`src/hw/gei_pkg.sv`:
```
// Constants shared by the pin and edge interrupt unit.
// Assumes a register port that carries 7-bit indices and 16-bit words.
package gei_pkg;

  // ----------------------------------------------------------------
  // Register indices
  // ----------------------------------------------------------------
  localparam logic [6:0] ADDR_PIN_DATA     = 7'h5A;
  localparam logic [6:0] ADDR_PIN_DIR      = 7'h5C;
  localparam logic [6:0] ADDR_RISE_EN      = 7'h5E;
  localparam logic [6:0] ADDR_FALL_EN      = 7'h60;
  localparam logic [6:0] ADDR_IRQ_STATUS   = 7'h62;

  // ----------------------------------------------------------------
  // Field layout and reset values
  // ----------------------------------------------------------------
  localparam int         NUM_PINS          = 10;
  localparam int         NUM_SRC           = 16;
  localparam int         BIT_OVERFLOW      = 15;
  localparam int         BIT_CLIP          = 14;
  localparam int         BIT_TOUCH_MX      = 13;
  localparam int         BIT_TOUCH_PX      = 12;
  localparam int         BIT_CONV_READY    = 11;
  localparam logic [15:0] PIN_MASK         = 16'h03FF;
  localparam logic [15:0] SRC_MASK         = 16'hFBFF;
  localparam logic [15:0] REG_RESET        = 16'h0000;
  localparam logic [15:0] READ_UNMAPPED    = 16'h0000;

endpackage : gei_pkg

```
`src/hw/gei_edge_sync.sv`:
```
// Three-stage synchroniser with settled level and edge pulses.
// Assumes every input bit is asynchronous to mclk.
`timescale 1ns/100ps
`default_nettype none

module gei_edge_sync #(
  parameter int WIDTH = 16
) (
  input  wire logic             mclk,
  input  wire logic             sys_rst,
  input  wire logic [WIDTH-1:0] async_in,
  output logic      [WIDTH-1:0] level,
  output logic      [WIDTH-1:0] rise,
  output logic      [WIDTH-1:0] fall
);

  typedef struct packed {
    logic [WIDTH-1:0] s1;
    logic [WIDTH-1:0] s2;
    logic [WIDTH-1:0] s3;
    logic [WIDTH-1:0] stable;
    logic [WIDTH-1:0] rise;
    logic [WIDTH-1:0] fall;
  } gei_sync_t;

  gei_sync_t st_q;
  gei_sync_t st_d;

  if (WIDTH < 1)
  begin : g_bad_width
    $error("gei_edge_sync needs WIDTH of at least one");
  end

  // ----------------------------------------------------------------
  // Next state
  // ----------------------------------------------------------------
  // A change is accepted only when stages two and three agree, which
  // filters a one-cycle glitch caught at the first stage.
  always_comb
  begin
    logic [WIDTH-1:0] agree;
    agree     = ~(st_q.s2 ^ st_q.s3);
    st_d      = st_q;
    st_d.s1   = async_in;
    st_d.s2   = st_q.s1;
    st_d.s3   = st_q.s2;
    st_d.stable = (agree & st_q.s3) | (~agree & st_q.stable);
    st_d.rise = agree & st_q.s3 & ~st_q.stable;
    st_d.fall = agree & ~st_q.s3 & st_q.stable;
  end

  always_ff @(posedge mclk or posedge sys_rst)
  begin
    if (sys_rst)
    begin
      st_q <= '0;
    end
    else
    begin
      st_q <= st_d;
    end
  end

  assign level = st_q.stable;
  assign rise  = st_q.rise;
  assign fall  = st_q.fall;

endmodule : gei_edge_sync

`default_nettype wire

```
`src/hw/gei_unit.sv`:
```
// Ten general-purpose pins with edge-armed interrupt latching.
// Assumes an outer link layer that turns codec-link register frames into
// single-cycle read and write strobes with a 7-bit index.
`timescale 1ns/100ps
`default_nettype none

// Function
// Pin data read returns sensed level of all ten pins, any direction.
// Written data reaches a pin only while that pin is an output.
// Direction bit one makes the pin an output driving stored data.
// Direction bit zero makes the pin an input with driver released.
// Pin data register resets to zero.
// Direction register resets to zero, all pins inputs.
// Rising-edge enable register resets to zero.
// Falling-edge enable register resets to zero.
// Rise enable bits 15..11 arm internal sources; bit 10 reserved.
// Rise enable bits 9..0 arm low-to-high detection on pins.
// Fall enable bits 15..11 arm internal sources, same order.
// Fall enable bits 9..0 arm high-to-low detection on pins.
// Enabled edge latches status; host reads it, clears by writing one.
// Pin status cleared per bit by writing one; zero leaves it.
// Both enables catch either edge; interrupt output while any status set.
// Reserved bits read zero and ignore writes.
module gei_unit (
  input  wire logic        mclk,
  input  wire logic        sys_rst,
  input  wire logic [6:0]  reg_addr,
  input  wire logic        reg_wr,
  input  wire logic [15:0] reg_wdata,
  input  wire logic        reg_rd,
  output logic      [15:0] reg_rdata,
  output logic             reg_rvalid,
  input  wire logic [9:0]  pin_level_bits,
  output logic      [9:0]  pin_out,
  output logic      [9:0]  pin_oe_n,
  input  wire logic        overflow_source,
  input  wire logic        clip_source,
  input  wire logic        touch_minus_x_sense,
  input  wire logic        touch_plus_x_sense,
  input  wire logic        conv_ready_source,
  output logic             irq_output_pin
);

  typedef struct packed {
    logic [15:0] pin_data;
    logic [15:0] pin_direction;
    logic [15:0] rise_en;
    logic [15:0] fall_en;
    logic [15:0] status;
    logic [15:0] rdata;
    logic        rvalid;
    logic        irq;
  } gei_state_t;

  gei_state_t st_q;
  gei_state_t st_d;

  logic [gei_pkg::NUM_SRC-1:0] src_raw;
  logic [gei_pkg::NUM_SRC-1:0] src_level;
  logic [gei_pkg::NUM_SRC-1:0] src_rise;
  logic [gei_pkg::NUM_SRC-1:0] src_fall;

  // ----------------------------------------------------------------
  // Source synchronisation
  // ----------------------------------------------------------------
  // Internal sources are treated as asynchronous too, since the analog
  // comparators and converter run on their own timing.
  always_comb
  begin
    src_raw = '0;
    src_raw[gei_pkg::NUM_PINS-1:0]       = pin_level_bits;
    src_raw[gei_pkg::BIT_OVERFLOW]       = overflow_source;
    src_raw[gei_pkg::BIT_CLIP]           = clip_source;
    src_raw[gei_pkg::BIT_TOUCH_MX]       = touch_minus_x_sense;
    src_raw[gei_pkg::BIT_TOUCH_PX]       = touch_plus_x_sense;
    src_raw[gei_pkg::BIT_CONV_READY]     = conv_ready_source;
  end

  gei_edge_sync #(
    .WIDTH    (gei_pkg::NUM_SRC)
  ) u_sync (
    .mclk     (mclk),
    .sys_rst  (sys_rst),
    .async_in (src_raw),
    .level    (src_level),
    .rise     (src_rise),
    .fall     (src_fall)
  );

  // ----------------------------------------------------------------
  // Next state
  // ----------------------------------------------------------------
  always_comb
  begin
    logic        hit_data;
    logic        hit_dir;
    logic        hit_rise;
    logic        hit_fall;
    logic        hit_stat;
    logic [15:0] events;
    logic [15:0] clr;
    events   = gei_pkg::REG_RESET;
    clr      = gei_pkg::REG_RESET;
    hit_data = reg_addr == gei_pkg::ADDR_PIN_DATA;
    hit_dir  = reg_addr == gei_pkg::ADDR_PIN_DIR;
    hit_rise = reg_addr == gei_pkg::ADDR_RISE_EN;
    hit_fall = reg_addr == gei_pkg::ADDR_FALL_EN;
    hit_stat = reg_addr == gei_pkg::ADDR_IRQ_STATUS;
    st_d = st_q;

    // Register writes; reserved bits never store.
    if (reg_wr && hit_data)
    begin
      st_d.pin_data = reg_wdata & gei_pkg::PIN_MASK;
    end
    if (reg_wr && hit_dir)
    begin
      st_d.pin_direction = reg_wdata & gei_pkg::PIN_MASK;
    end
    if (reg_wr && hit_rise)
    begin
      st_d.rise_en = reg_wdata & gei_pkg::SRC_MASK;
    end
    if (reg_wr && hit_fall)
    begin
      st_d.fall_en = reg_wdata & gei_pkg::SRC_MASK;
    end

    // An edge landing in the same cycle as its clear stays latched, so
    // a host that clears late never loses a fresh event.
    events = ((src_rise & st_q.rise_en) | (src_fall & st_q.fall_en))
             & gei_pkg::SRC_MASK;
    clr    = (reg_wr && hit_stat) ? reg_wdata : gei_pkg::REG_RESET;
    st_d.status = (st_q.status & ~clr) | events;
    st_d.irq    = |st_d.status;

    // Reads answer one cycle after the strobe.
    st_d.rvalid = reg_rd;
    if (reg_rd)
    begin
      if (hit_data)
      begin
        st_d.rdata = src_level & gei_pkg::PIN_MASK;
      end
      else if (hit_dir)
      begin
        st_d.rdata = st_q.pin_direction;
      end
      else if (hit_rise)
      begin
        st_d.rdata = st_q.rise_en;
      end
      else if (hit_fall)
      begin
        st_d.rdata = st_q.fall_en;
      end
      else if (hit_stat)
      begin
        st_d.rdata = st_q.status;
      end
      else
      begin
        st_d.rdata = gei_pkg::READ_UNMAPPED;
      end
    end
  end

  // ----------------------------------------------------------------
  // State register
  // ----------------------------------------------------------------
  always_ff @(posedge mclk or posedge sys_rst)
  begin
    if (sys_rst)
    begin
      st_q.pin_data      <= gei_pkg::REG_RESET;
      st_q.pin_direction <= gei_pkg::REG_RESET;
      st_q.rise_en       <= gei_pkg::REG_RESET;
      st_q.fall_en       <= gei_pkg::REG_RESET;
      st_q.status        <= gei_pkg::REG_RESET;
      st_q.rdata         <= gei_pkg::REG_RESET;
      st_q.rvalid        <= 1'b0;
      st_q.irq           <= 1'b0;
    end
    else
    begin
      st_q <= st_d;
    end
  end

  // ----------------------------------------------------------------
  // Outputs
  // ----------------------------------------------------------------
  // Data is always presented; the enable alone decides whether it
  // reaches the pad, so switching direction never glitches old data.
  assign pin_out        = st_q.pin_data[gei_pkg::NUM_PINS-1:0];
  assign pin_oe_n       = ~st_q.pin_direction[gei_pkg::NUM_PINS-1:0];
  assign reg_rdata      = st_q.rdata;
  assign reg_rvalid     = st_q.rvalid;
  assign irq_output_pin = st_q.irq;

endmodule : gei_unit

`default_nettype wire

```
`config.mk`:
```
export PLATFORM = sky130hd
export DESIGN_NAME = gei_unit
export DESIGN_NICKNAME = d
export VERILOG_FILES = /design/src/hw/gei_pkg.sv /design/src/hw/gei_edge_sync.sv /design/src/hw/gei_unit.sv
export SDC_FILE = /design/constraint.sdc
export NUM_CORES = 1
export LEC_CHECK = 0
export BUFFER_PORTS_ARGS = -buffer_cell sky130_fd_sc_hd__buf_2
export CAP_MARGIN = 20
export CORE_ASPECT_RATIO = 0.5
export CORE_MARGIN = 3
export CORE_UTILIZATION = 40
export CTS_BUF_LIST = sky130_fd_sc_hd__clkbuf_4
export DETAILED_ROUTE_END_ITERATION = 12
export PLACE_DENSITY = 0.67
export SLEW_MARGIN = 0
export SYNTH_ARGS = -nofsm -noshare
export SYNTH_HDL_FRONTEND = slang
export SYNTH_HIERARCHICAL = 1
export SYNTH_SLANG_ARGS = --single-unit
```
`constraint.sdc`:
```
create_clock -name mclk -period 5.9 [get_ports mclk]
set_input_delay 0.59 -clock mclk [delete_from_list [all_inputs] [get_ports mclk]]
set_output_delay 0.59 -clock mclk [all_outputs]
set_load 0.02 [all_outputs]
```
# Yosys cells after proc, flatten, opt, wreduce, memory -nomap -nowiden
# Cells that the tools add are included.
[word_totals]
regBits = 177
out_inout_bits = 38
wordCells = 49
[classes]
n_eq_ne = 5
mux = 6
bitwise_logic = 18
n_reduce_logical = 6
[ops]
columns = ["op", "n"]
rows = [
  ["16-bit bitwise AND", 8],
  ["16-bit 2-to-1 mux", 6],
  ["16-bit inverter", 5],
  ["16-bit OR", 3],
  ["7-bit == test (second input constant)", 5],
  ["16-bit OR reduction", 1],
  ["16-bit bitwise XOR", 1],
  ["10-bit inverter", 1],
  ["1-bit logical AND", 5],
]

# Logic depth before layout (Yosys ltp)
[depth]
depth_word = 7
ltp_mapped = 8
mapped_depth_nobuf = 5

# By module
# Netlist, hierarchy kept.
[by_module_without_submodules]
columns = ["module", "instances", "cells_per_inst", "area_per_inst_um2"]
rows = [
  ["gei_unit", 1, 391, 4068.9],
  ["gei_edge_sync", 1, 257, 3727.3],
]

# Least setup slack after synthesis
# No wires, ideal clock.
[synth_path]
path_kind = "in2reg"
start = "input reg_addr[3]"
end = "register st_q[48] (netlist bit)"
setup_ps = 118
arrival_time_ps = 2419
required_ps = 5782
setup_slack_ps = 3363
path_stages = 8
path_buffers = 3
cell_sequence = "or4b_4 buf_6 or3b_1 buf_2 or3b_4 buf_6 nand2_2 o21ai_2"
[synth_between]
elab_chain_len = 2
[synth_lines]
columns = ["element", "line", "source"]
rows = [
  ["start, declared", "gei_unit.sv:27", "input wire logic [6:0] reg_addr,"],
  ["7-bit == test", "gei_unit.sv:107", "hit_fall = reg_addr == gei_pkg::ADDR_FALL_EN;"],
  ["1-bit logical AND", "gei_unit.sv:124", "if (reg_wr && hit_fall)"],
  ["end signal, assigned", "gei_unit.sv:186", "st_q <= st_d;"],
  ["end, declared", "gei_unit.sv:55", "gei_state_t st_q;"],
]
# Every way passes these cells.
# A chain may end at the register's enable or synchronous reset.

# Worst setup path after layout
[layout_path]
start = "input reg_addr[2]"
end = "register st_q[37] (netlist bit)"
# The elaborated chain is that of the path after synthesis.

==> flow_summary.toml <==
[grt]
grt_max_degree = 52
grt_pass1_vias = 4500
grt_util_all_layers = 0.150
grt_pass1_wl_um = 23700
antenna_found_initial = 0
grt-ovfl-total = 0

[clock_tree]
cts-root-buf = "clkbuf_4"
cts_tree = "yes"
cts_hold_buf = 0
clk_path_buf_depth = 2
cts_setup_buffers = 0
cts.repair.resized = 0
clk_pin_slew_worst_paths_ns = 0.14
cts.sinks = 174
cts-htree-levels = 4
clk_latency_ns = 0.53
cts_made_buffers = 17

[pwr]
power_density_mw_per_mm2 = 276
power.leakage_nw = 3.85
ir_drop_mv = 0.113

[route]
ant_nets = 0
vias_per_cell = 4.85
firstDrtPassIters = 4
routed_wl_um = 14600
drc = 0
drtIter0Drc = 280
num_vias = 4394
wl_per_cell_um = 16.1

[sta]
fin_crit_sh = 0.435
clock.fmax_ghz = 0.390
clock_skew_ns = 0.0217
tns_ns = 0
relSlewSlack = 0.422
period_minus_slack_ns = 2.56
rsz0062_at_grt = "false"
hold_viol_final = 0
slew_viol_final = 0
setup_viol = 0
tightest_slew_ns = 0.864

[critical_path]
cp.depth = 6
cpPeakStageDelay_ns = 0.72
crit_path_start_kind = "input pin"
crit_end = "st_q[37]"
worstRegToRegCells = 5
crit_family = "simple AND/OR/NAND/NOR gates"
cpMaxStageDelayCell = "or3b_4"
ff2ff_setup_slack_ns = 4.31
cp.required_ns = 6.30
cp_max_fo = 30
worstSetupEndpointType = "flip-flop"
r2r-start = "st_q[64]"
r2r-end = "irq_output_pin"
cp_num_buf_inv = 1
critPathArrivalTime_ns = 2.96
crit_chain = "buf_2 -> or4b_4 -> or3b_1 -> or3b_4 -> nand2_2 -> o21ai_2"
criticalPathCategory = "in2reg"
crit_start = "reg_addr[2]"

[die]
io_pins = 80
initial_utilization = 0.420
die_h_um = 103
std_cell_rows = 34
die_x_um = 200
design.core.area_mm2 = 0.0179
die_area_mm2 = 0.0206

[yosys]
synth_area_mm2 = 0.00752
yosysWarnings = 6
syn_nets = 698
syn_inst = 626
synth_area_per_cell_um2 = 12.0

[placed_design]
gp_congestion = 0.845
place_hpwl_um = 10300
placed_cell_area_mm2 = 0.00766
port_buffers = 79

[worst_hold_path]
holdCritPathClass = "in2async"

[final_layout]
layout.nets = 714
multi_input_area_mm2 = 0.00233
post-route-util = 0.442
fin_area_mm2 = 0.00791
num_antenna_cells = 0
synthToLayoutAreaGrowth_pct = 5.16
n_fill_cell = 1657
drive_gt1_frac = 0.287
register_area_mm2 = 0.00435

[run_status]
outcome = "finished, final reports clean"

[run]
drv_cap = 0
==> routing by layer <==
layer / part of all wire / global-route usage / vias up
met5: 0 / 0 / -
met4: 0.012 / 0.0407 / 0
met3: 0.057 / 0.0379 / 16
met2: 0.46 / 0.242 / 93
met1: 0.47 / 0.204 / 2224
li1: - / - / 2061
==> per-stage QoR <==
step	hold WS [ns]	power (mW)	setup WS [ns]	cells
after floorplan	0.331	1.55	2.97	626
after global routing	0.0884	2.30	3.30	906
final	0.109	2.18	3.34	906
after global placement	0.333	1.58	2.86	875
after detailed placement	0.335	1.59	2.81	875
after CTS	0.0883	2.21	3.38	906
==> worst min-delay path by stage <==
| stage | startpoint | to | slack (ns) |
|---|---|---|---|
| after floorplan | u_sync/st_d[64] | u_sync/st_d[48] | 0.33 |
| after global placement | u_sync/st_d[78] | u_sync/st_d[62] | 0.33 |
| after detailed placement | u_sync/st_d[66] | u_sync/st_d[50] | 0.33 |
| after CTS | sys_rst | pin_out[1] | 0.09 |
| after global routing | pin_level_bits[5] | u_sync/st_d[69] | 0.09 |
| final | sys_rst | pin_out[3] | 0.11 |
==> sequential cells by signal, summed over array words and instances (netlist names), named ones only <==
signal and flops:
u_sync/st_d 30, u_sync/st_q 15, reg_rdata 16, u_sync/rise 15, st_q 56, pin_out 10
u_sync/fall 15, reg_rvalid 1, irq_output_pin 1
==> area by class of cell <==
| type | instances | share of cell area |
|---|---|---|
| repair buffers | 83 | 0.0538 |
| multi-input cells | 302 | 0.294 |
| flip-flops and latches | 174 | 0.550 |
| clock buffers | 17 | 0.0161 |
| inverters | 64 | 0.0307 |
| well taps | 252 | 0.0399 |
| clock inverters | 14 | 0.0150 |
==> worst reg2reg max path: stages (launching register included) <==
cell and delay, ns:
dfrtp_1 0.42, a22o_1 0.26, nor4_1 0.27, o221ai_1 0.18, nor4_1 0.20, nand4_1 0.13
==> cells in the final DEF (no fill, tap or decap), types with 17 or more instances in the layout <==
master    instances
dfrtp_1         174
nand2_1          37
ha_1             30
o21ai_0          20
inv_1            62
nor2_1           22
clkbuf_4         17
buf_2            79
a21oi_1          18
mux2_2           25
==> power breakdown <==
group / total, mW / internal, mW / switching [mW]
logic: 0.226 / 0.100 / 0.126
clock network: 0.620 / 0.206 / 0.414
registers: 1.34 / 1.28 / 0.0597
total: 2.18 / 1.58 / 0.600
Power figures use the tool's default switching activity.
